==> config.mk <==
export PLATFORM = sky130hd
export DESIGN_NAME = ppr_setup_regs
export DESIGN_NICKNAME = d
export VERILOG_FILES = /design/src/ppr_pkg.sv /design/src/ppr_video_qual.sv /design/src/ppr_setup_regs.sv
export SDC_FILE = /design/constraint.sdc
export NUM_CORES = 1
export LEC_CHECK = 0
export CAP_MARGIN = 20
export CORE_UTILIZATION = 50
export DETAILED_ROUTE_END_ITERATION = 10
export DONT_BUFFER_PORTS = 1
export PLACE_DENSITY = 0.67
export SYNTH_ARGS = -nofsm -noshare
export SYNTH_HDL_FRONTEND = slang
export SYNTH_SLANG_ARGS = --single-unit
==> constraint.sdc <==
create_clock -name clk -period 1.9 [get_ports clk]
set_clock_uncertainty 0.2 [all_clocks]
set_input_delay 0.19 -clock clk [delete_from_list [all_inputs] [get_ports clk]]
set_output_delay 0.19 -clock clk [all_outputs]
set_load 0.05 [all_outputs]
==> src/ppr_pkg.sv <==
// constants and carrier types for the panel power and rgb setup registers
package ppr_pkg;
  // command codes
  localparam logic [7:0] PPR_CMD_NEG_GAMMA = 8'hb1;
  localparam logic [7:0] PPR_CMD_COMP = 8'hb2;
  localparam logic [7:0] PPR_CMD_GAMP = 8'hb4;
  localparam logic [7:0] PPR_CMD_ASTEP = 8'hb5;
  localparam logic [7:0] PPR_CMD_GATE = 8'hb6;
  localparam logic [7:0] PPR_CMD_SRC = 8'hb7;
  localparam logic [7:0] PPR_CMD_TCON = 8'hba;
  localparam logic [7:0] PPR_CMD_VBP = 8'hbb;
  localparam logic [7:0] PPR_CMD_HBP = 8'hbc;
  localparam logic [7:0] PPR_CMD_VPORT = 8'hbd;
  localparam logic [7:0] PPR_CMD_SWRESET = 8'h01;
  // reset values
  localparam logic [7:0] PPR_RST_NEG_GAMMA = 8'h4d;
  localparam logic [7:0] PPR_RST_COMP = 8'h2c;
  localparam logic [7:0] PPR_RST_GAMP = 8'h88;
  localparam logic [7:0] PPR_RST_ASTEP = 8'h45;
  localparam logic [7:0] PPR_RST_GATE = 8'h89;
  localparam logic [7:0] PPR_RST_SRC = 8'h62;
  localparam logic [7:0] PPR_RST_TCON = 8'h00;
  localparam logic [7:0] PPR_RST_VBP = 8'h00;
  localparam logic [7:0] PPR_RST_HBP = 8'h08;
  localparam logic [7:0] PPR_RST_VPORT = 8'h00;
  // field masks: don't care bits are dropped at write time
  localparam logic [7:0] PPR_MASK_7B = 8'h7f;
  localparam logic [7:0] PPR_MASK_ASTEP = 8'h77;
  localparam logic [7:0] PPR_MASK_SRC = 8'h73;
  localparam logic [7:0] PPR_MASK_VPORT = 8'h9f;
  localparam logic [7:0] PPR_MASK_FULL = 8'hff;
  // neg gamma saturation
  localparam logic [6:0] PPR_NEG_GAMMA_MAX = 7'h79;
  // number of stored registers
  localparam int PPR_NREG = 10;
  localparam logic [3:0] PPR_IDX_NONE = 4'hf;

  typedef struct packed {
    logic cmd_param_select;
    logic write_strobe_n;
    logic read_strobe_n;
    logic [7:0] data;
  } ppr_host_s;

  typedef struct packed {
    logic [6:0] negative_gamma_reference_code;
    logic [6:0] compensation_code;
    logic [3:0] neg_amp_supply_code;
    logic [3:0] pos_amp_supply_code;
    logic [2:0] neg_analog_supply_code;
    logic [2:0] pos_analog_supply_code;
    logic [3:0] gate_low_code;
    logic [3:0] gate_high_code;
    logic [2:0] neg_source_supply_code;
    logic [1:0] pos_source_supply_code;
    logic [2:0] gate_tune;
    logic [1:0] inversion_type_select;
    logic [6:0] vertical_porch_count;
    logic [6:0] horizontal_porch_count;
    logic direct_video_path_select;
    logic video_framing_select;
    logic vsync_invert;
    logic hsync_invert;
    logic data_enable_invert;
    logic dot_clock_invert;
  } ppr_cfg_s;

  typedef struct packed {
    logic vsync;
    logic hsync;
    logic enable;
    logic dot_clock;
  } ppr_video_s;

  typedef struct packed {
    logic vsync_active;
    logic hsync_active;
    logic data_accept;
    logic sample_on_fall;
    logic use_sync_framing;
  } ppr_vqual_s;
endpackage

==> src/ppr_video_qual.sv <==
// polarity and framing qualification of rgb video control inputs
`timescale 1ns/1ns
module ppr_video_qual
  import ppr_pkg::*;
(
  // clock and reset
  input wire logic clk,
  input wire logic nrst,
  input wire logic clk_en,
  // configuration
  input wire ppr_cfg_s cfg,
  // raw video controls
  input wire ppr_video_s video,
  // qualified controls
  output ppr_vqual_s qual
);
  typedef struct packed {
    ppr_vqual_s q;
  } ppr_vq_state_s;

  ppr_vq_state_s st;
  ppr_vq_state_s next_st;

  always_comb begin
    next_st = st;
    next_st.q.vsync_active = video.vsync ~^ cfg.vsync_invert;
    next_st.q.hsync_active = video.hsync ~^ cfg.hsync_invert;
    next_st.q.sample_on_fall = cfg.dot_clock_invert;
    next_st.q.data_accept = video.enable ^ cfg.data_enable_invert;
    next_st.q.use_sync_framing = cfg.video_framing_select;
  end

  always_ff @(posedge clk or negedge nrst) begin
    if (!nrst) begin
      st <= '0;
    end else if (clk_en) begin
      st <= next_st;
    end
  end

  assign qual = st.q;
endmodule

==> src/ppr_setup_regs.sv <==
// command addressed panel power and rgb setup register bank
`timescale 1ns/1ns
module ppr_setup_regs
  import ppr_pkg::*;
(
  // clock and reset
  input wire logic clk,
  input wire logic nrst,
  input wire logic clk_en,
  // host command/parameter interface
  input wire ppr_host_s host,
  // rgb video controls
  input wire ppr_video_s video,
  // configuration outputs
  output ppr_cfg_s cfg,
  output logic [6:0] negative_gamma_level,
  output ppr_vqual_s video_qual
);
  typedef struct packed {
    logic [PPR_NREG-1:0][7:0] regs;
    logic [3:0] idx;
    logic wr_n_q;
    logic [6:0] neg_level;
  } ppr_state_s;

  ppr_state_s st;
  ppr_state_s next_st;
  logic [PPR_NREG-1:0][7:0] rst_vals;
  logic [PPR_NREG-1:0][7:0] masks;
  logic wr_rise;
  logic [3:0] cmd_idx;

  // command byte to storage index
  function automatic logic [3:0] cmd_to_idx(input logic [7:0] cmd);
    case (cmd)
      PPR_CMD_NEG_GAMMA: cmd_to_idx = 4'h0;
      PPR_CMD_COMP: cmd_to_idx = 4'h1;
      PPR_CMD_GAMP: cmd_to_idx = 4'h2;
      PPR_CMD_ASTEP: cmd_to_idx = 4'h3;
      PPR_CMD_GATE: cmd_to_idx = 4'h4;
      PPR_CMD_SRC: cmd_to_idx = 4'h5;
      PPR_CMD_TCON: cmd_to_idx = 4'h6;
      PPR_CMD_VBP: cmd_to_idx = 4'h7;
      PPR_CMD_HBP: cmd_to_idx = 4'h8;
      PPR_CMD_VPORT: cmd_to_idx = 4'h9;
      default: cmd_to_idx = PPR_IDX_NONE;
    endcase
  endfunction

  assign rst_vals = {PPR_RST_VPORT, PPR_RST_HBP, PPR_RST_VBP, PPR_RST_TCON, PPR_RST_SRC,
                     PPR_RST_GATE, PPR_RST_ASTEP, PPR_RST_GAMP, PPR_RST_COMP,
                     PPR_RST_NEG_GAMMA};
  assign masks = {PPR_MASK_VPORT, PPR_MASK_7B, PPR_MASK_7B, PPR_MASK_SRC, PPR_MASK_SRC,
                  PPR_MASK_FULL, PPR_MASK_ASTEP, PPR_MASK_FULL, PPR_MASK_7B, PPR_MASK_7B};

  assign wr_rise = host.write_strobe_n && !st.wr_n_q && host.read_strobe_n;
  assign cmd_idx = cmd_to_idx(host.data);

  always_comb begin
    next_st = st;
    next_st.wr_n_q = host.write_strobe_n;
    if (wr_rise) begin
      if (!host.cmd_param_select) begin
        // software reset reloads all defaults
        if (host.data == PPR_CMD_SWRESET) begin
          next_st.regs = rst_vals;
        end
        next_st.idx = cmd_idx;
      end else if (st.idx != PPR_IDX_NONE) begin
        // one parameter per command; later bytes are dropped
        next_st.regs[st.idx] = host.data & masks[st.idx];
        next_st.idx = PPR_IDX_NONE;
      end
    end
    if (st.regs[0][6:0] >= PPR_NEG_GAMMA_MAX) begin
      next_st.neg_level = PPR_NEG_GAMMA_MAX;
    end else begin
      next_st.neg_level = st.regs[0][6:0];
    end
  end

  always_ff @(posedge clk or negedge nrst) begin
    if (!nrst) begin
      st.regs <= {PPR_RST_VPORT, PPR_RST_HBP, PPR_RST_VBP, PPR_RST_TCON, PPR_RST_SRC,
                  PPR_RST_GATE, PPR_RST_ASTEP, PPR_RST_GAMP, PPR_RST_COMP,
                  PPR_RST_NEG_GAMMA};
      st.idx <= PPR_IDX_NONE;
      st.wr_n_q <= 1'b1;
      st.neg_level <= PPR_RST_NEG_GAMMA[6:0];
    end else if (clk_en) begin
      st <= next_st;
    end
  end

  // field unpacking from stored bytes
  always_comb begin
    cfg = '0;
    cfg.negative_gamma_reference_code = st.regs[0][6:0];
    cfg.compensation_code = st.regs[1][6:0];
    cfg.neg_amp_supply_code = st.regs[2][7:4];
    cfg.pos_amp_supply_code = st.regs[2][3:0];
    cfg.neg_analog_supply_code = st.regs[3][6:4];
    cfg.pos_analog_supply_code = st.regs[3][2:0];
    cfg.gate_low_code = st.regs[4][7:4];
    cfg.gate_high_code = st.regs[4][3:0];
    cfg.neg_source_supply_code = st.regs[5][6:4];
    cfg.pos_source_supply_code = st.regs[5][1:0];
    cfg.gate_tune = st.regs[6][6:4];
    cfg.inversion_type_select = st.regs[6][1:0];
    cfg.vertical_porch_count = st.regs[7][6:0];
    cfg.horizontal_porch_count = st.regs[8][6:0];
    cfg.direct_video_path_select = st.regs[9][7];
    cfg.video_framing_select = st.regs[9][4];
    cfg.vsync_invert = st.regs[9][3];
    cfg.hsync_invert = st.regs[9][2];
    cfg.data_enable_invert = st.regs[9][1];
    cfg.dot_clock_invert = st.regs[9][0];
  end

  assign negative_gamma_level = st.neg_level;

  // qualifier registers its outputs, so video_qual stays flop-driven
  ppr_video_qual u_qual (
    .clk(clk),
    .nrst(nrst),
    .clk_en(clk_en),
    .cfg(cfg),
    .video(video),
    .qual(video_qual)
  );
endmodule

# Word-level counts from Yosys, hierarchy flattened

Memories as Yosys holds them, arrays and structs flattened.
Index checks and enable logic that the tools add are counted.

Magnitude comparators: 3
Eq/ne operators: 13
Muxes and demuxes: 9
Bitwise gates (word level): 4
Reductions and logical operators: 7

Operators by type and width:

| operator                                                                            | number |
|---|---|
| 84-bit two-way mux                                                                  | 2 |
| 80-bit bitwise mux                                                                  | 1 |
| 8-bit == test, second input constant                                                | 10 |
| 80-bit two-way mux                                                                  | 1 |
| 4-bit case mux with 10 select lines                                                 | 1 |
| 8-bit demux with 4-bit select                                                       | 1 |
| 8-bit two-way mux                                                                   | 2 |
| 8-bit bitwise AND                                                                   | 1 |
| 8-bit by 1-bit == test with 1-bit output, second input constant                     | 1 |
| 7-bit greater-or-equal comparator, second input constant                            | 1 |
| 7-bit two-way mux                                                                   | 1 |
| 4-bit by 5-bit less-than comparator with 1-bit output, second input constant        | 1 |
| 4-bit by 1-bit greater-or-equal comparator with 1-bit output, second input constant | 1 |
| 4-bit inequality test, second input constant                                        | 1 |
| 4-bit AND reduction                                                                 | 1 |
| 1-bit logical AND                                                                   | 3 |
| 3-bit AND reduction                                                                 | 1 |
| 2-bit by 1-bit inequality test with 1-bit output, second input constant             | 1 |
| 2-bit nonzero test                                                                  | 1 |
| 1-bit bitwise XNOR                                                                  | 2 |
| 1-bit zero test                                                                     | 1 |
| 1-bit XOR                                                                           | 1 |

Flip-flop bits (word level): 97
Bits in read-only memories: 128
Input port bits: 18
Output and inout port bits: 78
Word-level logic and storage cells: 55
Memories kept: 1

Memories:

| memory           | words | bits a word | rd ports | clocked after memory_dff | wr ports | line                 | text |
|---|---|---|---|---|---|---|---|
| (name not given) | 16    | 8           | 1        | 0                        | 0        | ppr_setup_regs.sv:71 | `next_st.regs[st.idx] = host.data & masks[st.idx];` |

# Longest topological paths before layout

Depth after elaboration: 7
Depth in mapped cells: 8
Depth with buffers taken out: 6

# Hierarchy

A second synthesis with hierarchy kept.

Cell total of the unflattened synthesis: 426
Area total of the unflattened synthesis: 4,734.5 um^2

Modules (own cells, without submodules):

| module         | instances | cells an instance | area an instance (um^2) | sequential area each (um^2) |
|---|---|---|---|---|
| ppr_setup_regs | 1         | 412               | 4,529.3                 | 1,986.9 |
| ppr_video_qual | 1         | 14                | 205.2                   | 125.1 |

# Worst setup path before layout

No wires, ideal clock.

Path kind: register -> register
Start: reg st[8] (netlist name)
End: reg st, in the netlist cfg[2]
Library setup time: 64 ps
Data arrival time: 1,829 ps
Required time: 1,636 ps
Setup slack: -193 ps
Cell stages (with the launch flop): 7
Buffers on the path: 0
Period minus slack after synthesis: 2,093 ps
Cell sequence: dfstp_2 -> inv_1 -> ha_1 -> and3b_1 -> or4_4 -> o21ai_1 -> a21o_1

Word-level cells in the longest chain between the ends: 7
Elaborated cells on any way between the ends: 14
Classes of those cells: order compare (2); eq/ne (2); mux (6); bitwise (1); reduce/logical (2); memory (1)

RTL lines:

| item                                                                                                                                                               | line                 | text |
|---|---|---|
| start: declaration                                                                                                                                                 | ppr_setup_regs.sv:26 | `ppr_state_s st;` |
| start signal: assignment                                                                                                                                           | ppr_setup_regs.sv:91 | `st <= next_st;` |
| 4-bit by 5-bit less-than comparator with 1-bit output (not written as such) / 4-bit by 1-bit greater-or-equal comparator with 1-bit output (equally long branches) | ppr_setup_regs.sv:71 |  |
| 1-bit logical AND (not written as such)                                                                                                                            | ppr_setup_regs.sv:71 |  |
| 8-bit two-way mux (not written as such)                                                                                                                            | ppr_setup_regs.sv:71 |  |
| 8-bit demux with 4-bit select                                                                                                                                      | ppr_setup_regs.sv:71 |  |
| 80-bit bitwise mux                                                                                                                                                 | ppr_setup_regs.sv:71 |  |
| 84-bit two-way mux                                                                                                                                                 | ppr_setup_regs.sv:69 | `end else if (st.idx != PPR_IDX_NONE) begin` |
| 84-bit two-way mux                                                                                                                                                 | ppr_setup_regs.sv:63 | `if (!host.cmd_param_select) begin` |

Several ways; a longest one is shown, not always the timed one. The select of a mux whose other input is x is not followed.
A chain may end at the register's enable or synchronous reset.

# Worst setup path after layout

Start: reg st[9] (netlist name)
End: reg st, in the netlist cfg[2]

Same word-level chain as after synthesis.

==> run_results.csv <==
group,metric,value,unit
status,status,"finished with violations",
status,violations,"negative hold slack, negative setup slack",
routing,ant_nets,0,
routing,vias,3464,
run,drv_cap,0,
placed_design,gp_congestion,0.825,
layout,diodes,0,
routing,met1Wirelength,4960,um
synthesis,synth_top_area_share,28.4,%
placed_design,hpwl,7970,um
timing,finalCriticalPeriod,2.08,ns
timing,period_share,109,%
synthesis,yosys-top-cells-count,"buf_4 (77), dfrtp_1 (55), o2bb2ai_1 (35), mux2i_1 (30), dfstp_2 (28)",
synthesis,yosysUniqueCellTypes,54,
placed_design,io_buffers,0,
layout,n_fill_cell,689,
critical_path,reg2reg_depth,7,
die,rows,35,
layout,finish.utilization,63.3,%
critical_path,path_max_fanout,5,
synthesis,syn_inst,436,
placed_design,dp_cells,526,
synthesis,synth_flop_cell,"dfrtp_1",
critical_path,crit_path_end_kind,"flip-flop",
critical_path,worstPathArrival,2.18,ns
clock_network,clkTransAtPathRegs,0.09,ns
synthesis,synth_async_sr_flop_share,100,%
timing,worstMarginPinSlew,0.672,ns
routing,viasPerCell,5.96,
synthesis,syn_avg_cell_area,11.1,um^2
die,placeableCoreArea,9330,um^2
die,start_util,51.9,%
routing,first_pass_iters,5,
critical_path,r2r-end,"cfg[2]$_DFFE_PN0P_",
timing,slew_viol_final,0,
timing,layout_setup_ws,-0.176,ns
synthesis,syn_nets,458,
timing,clock.fmax,482,MHz
timing,finalHoldViolations,108,
clock_network,ctsHoldBuffers,13,
routing,dr_wl_met3,839,um
timing,timing.hold.ws,-0.677,ns
synthesis,ys_seq_area_share,43.6,%
global_routing,grt_usage,25.2,%
timing,rsz0062_at_grt,"yes",
routing,finalWirelength,12800,um
routing,wl_per_cell,22.1,um
die,die_w,100,um
critical_path,worst_ep_required_time,2.01,ns
timing,maxSlewHeadroom,55.1,%
die,die_h,100,um
synthesis,synth_area_leaders,"dfrtp_1 (28%), dfstp_2 (15%), buf_4 (12%), o2bb2ai_1 (6.3%), mux2i_1 (6.2%)",
power_and_ir_drop,p_per_area,704,nW/um^2
global_routing,grt_pass1_vias,3381,
global_routing,overflow,0,
die,io_pins,96,
clock_network,numCtsBuffers,9,
routing,drtIter0Drc,246,
critical_path,critPathLaunchType,"flip-flop",
layout,drive_gt1_share,48.0,%
routing,dr_wl_met2,6580,um
clock_network,cts_max_level,3,
timing,setup_violations,64,
power_and_ir_drop,p_leak,2.40,nW
synthesis,synth-edff-count,0,
critical_path,reg2reg_slack,-0.18,ns
synthesis,yosysMostFrequentCell,"buf_4",
clock_network,cts_root_buf,"clkbuf_8",
global_routing,grt_first_pass_wirelength,18900,um
synthesis,yosys_warnings,0,
routing,drc,0,
hold_path,worstHoldPathType,"primary input to async pin",
global_routing,grt_start_max_net_pins,84,
clock_network,insertion_delay,0.35,ns
clock_network,clock_sinks,83,
layout,nets,469,
power_and_ir_drop,ir_drop,0.425,mV
synthesis,syn_area,4840,um^2
synthesis,synth_top_area_cell,"dfrtp_1",
critical_path,worst_r2r_startpoint,"st[9]$_DFFE_PN1P_",
global_routing,antenna_found_initial,0,
clock_network,cts_tree,"yes",
die,dieArea,10100,um^2
layout,fin_cells,581,
routing,highest_layer,"met4",
layout,syn_to_final_growth,21.8,%
synthesis,ys_seq_elements,83,
clock_network,clk_path_buf_depth,2,
critical_path,crit_type,"flip-flop to flip-flop",
stage by stage:
stage	setup TNS [ns]	area, um^2	power, mW	setup WS (ns)
after global routing	-8.17	5900	4.29	-0.223
after CTS	-1.04	5370	4.07	-0.154
after floorplan	-0.0333	4880	2.64	-0.0252
after detailed placement	-3.94	4800	2.67	-0.182
after global placement	-2.76	4800	2.66	-0.137
final	-5.22	5900	4.15	-0.176
layout by cell type, fill, tap and decap left out, drive strengths merged, types with 3 or more instances in the layout:
cell type / synthesis / final
nand3b: 5 / 5
ha: 4 / 4
a31oi: 11 / 11
dfstp: 28 / 28
a31o: 3 / 3
nand3: 6 / 6
dfrtp: 55 / 55
o22a: 7 / 7
nor2: 22 / 22
a2bb2oi: 9 / 9
xnor2: 4 / 4
o22ai: 4 / 4
inv: 9 / 11
o211ai: 6 / 6
and3b: 4 / 4
o21ai: 11 / 11
nand4: 3 / 3
nand2: 20 / 20
nor3b: 6 / 6
mux2: 12 / 12
buf: 94 / 85
dlygate4sd3: 0 / 13
a21oi: 5 / 5
o31ai: 3 / 3
o2bb2ai: 42 / 42
mux2i: 30 / 30
a22o: 3 / 3
clkbuf: 8 / 13
critical path: stages (launching register included):
cell     delay [ns]
dfstp_2        0.40
buf_4          0.14
ha_4           0.16
and4_4         0.17
buf_6          0.13
or4_4          0.58
o21ai_2        0.14
a21o_1         0.10
what timing repair did:
| item | CTS | global route |
|---|---|---|
| endpoints found under the setup margin | 51 | 62 |
| setup buffers | 11 | 11 |
| endpoints found under the hold margin | 134 | 110 |
| pin swaps | 24 | 29 |
| resized for setup | 29 | 65 |
| gates cloned | 3 | 3 |
logic make-up after synthesis:
family | after synthesis | synth area share [%]
buffers and inverters | 111 | 16.0
AO/OA/AOI/OAI | 110 | 19.7
flip-flops | 83 | 43.6
AND/OR/NAND/NOR | 82 | 10.0
multiplexers | 42 | 8.99
XOR/XNOR | 4 | 0.723
adder cells (fa/ha/maj) | 4 | 1.03
metal layers:
metal / up-vias / global-route usage (%)
li1: 1537 / -
met1: 1750 / 30.9
met4: 0 / 11.4
met5: - / 0
met2: 148 / 41.5
met3: 29 / 6.75
flip-flops by register name, summed over array words and instances (netlist names):
name and flops:
u_qual.qual 5, negative_gamma_level 7, st 5, cfg 66
how the worst max path moves through the flow:
stage	start	end	slack [ns]	cells after the start
CTS	st[9]$_DFFE_PN1P_	cfg[2]$_DFFE_PN0P_	-0.15	6
floorplan	st[8]$_DFFE_PN1P_	cfg[2]$_DFFE_PN0P_	-0.03	6
global placement	st[9]$_DFFE_PN1P_	cfg[2]$_DFFE_PN0P_	-0.14	6
global route	st[9]$_DFFE_PN1P_	cfg[2]$_DFFE_PN0P_	-0.22	6
detailed placement	st[9]$_DFFE_PN1P_	cfg[52]$_DFFE_PN0P_	-0.18	5
finish	st[9]$_DFFE_PN1P_	cfg[2]$_DFFE_PN0P_	-0.18	7
power breakdown:
group	total, mW	switching, mW	internal, mW
registers	2.20	0.306	1.89
clock network	1.31	0.683	0.624
logic	0.650	0.328	0.322
area by class of cell:
| class | count | area, um^2 | area share, % |
|---|---|---|---|
| Inverter | 9 | 36.3 | 0.615 |
| Multi-Input combinational cell | 243 | 2360 | 40.0 |
| Tap cell | 129 | 161 | 2.73 |
| Sequential cell | 83 | 2110 | 35.8 |
| Clock buffer | 10 | 128 | 2.16 |
| Clock inverter | 6 | 73.8 | 1.25 |
| Timing Repair Buffer | 101 | 1030 | 17.5 |
No activity file was read; power rests on OpenSTA's default activity.
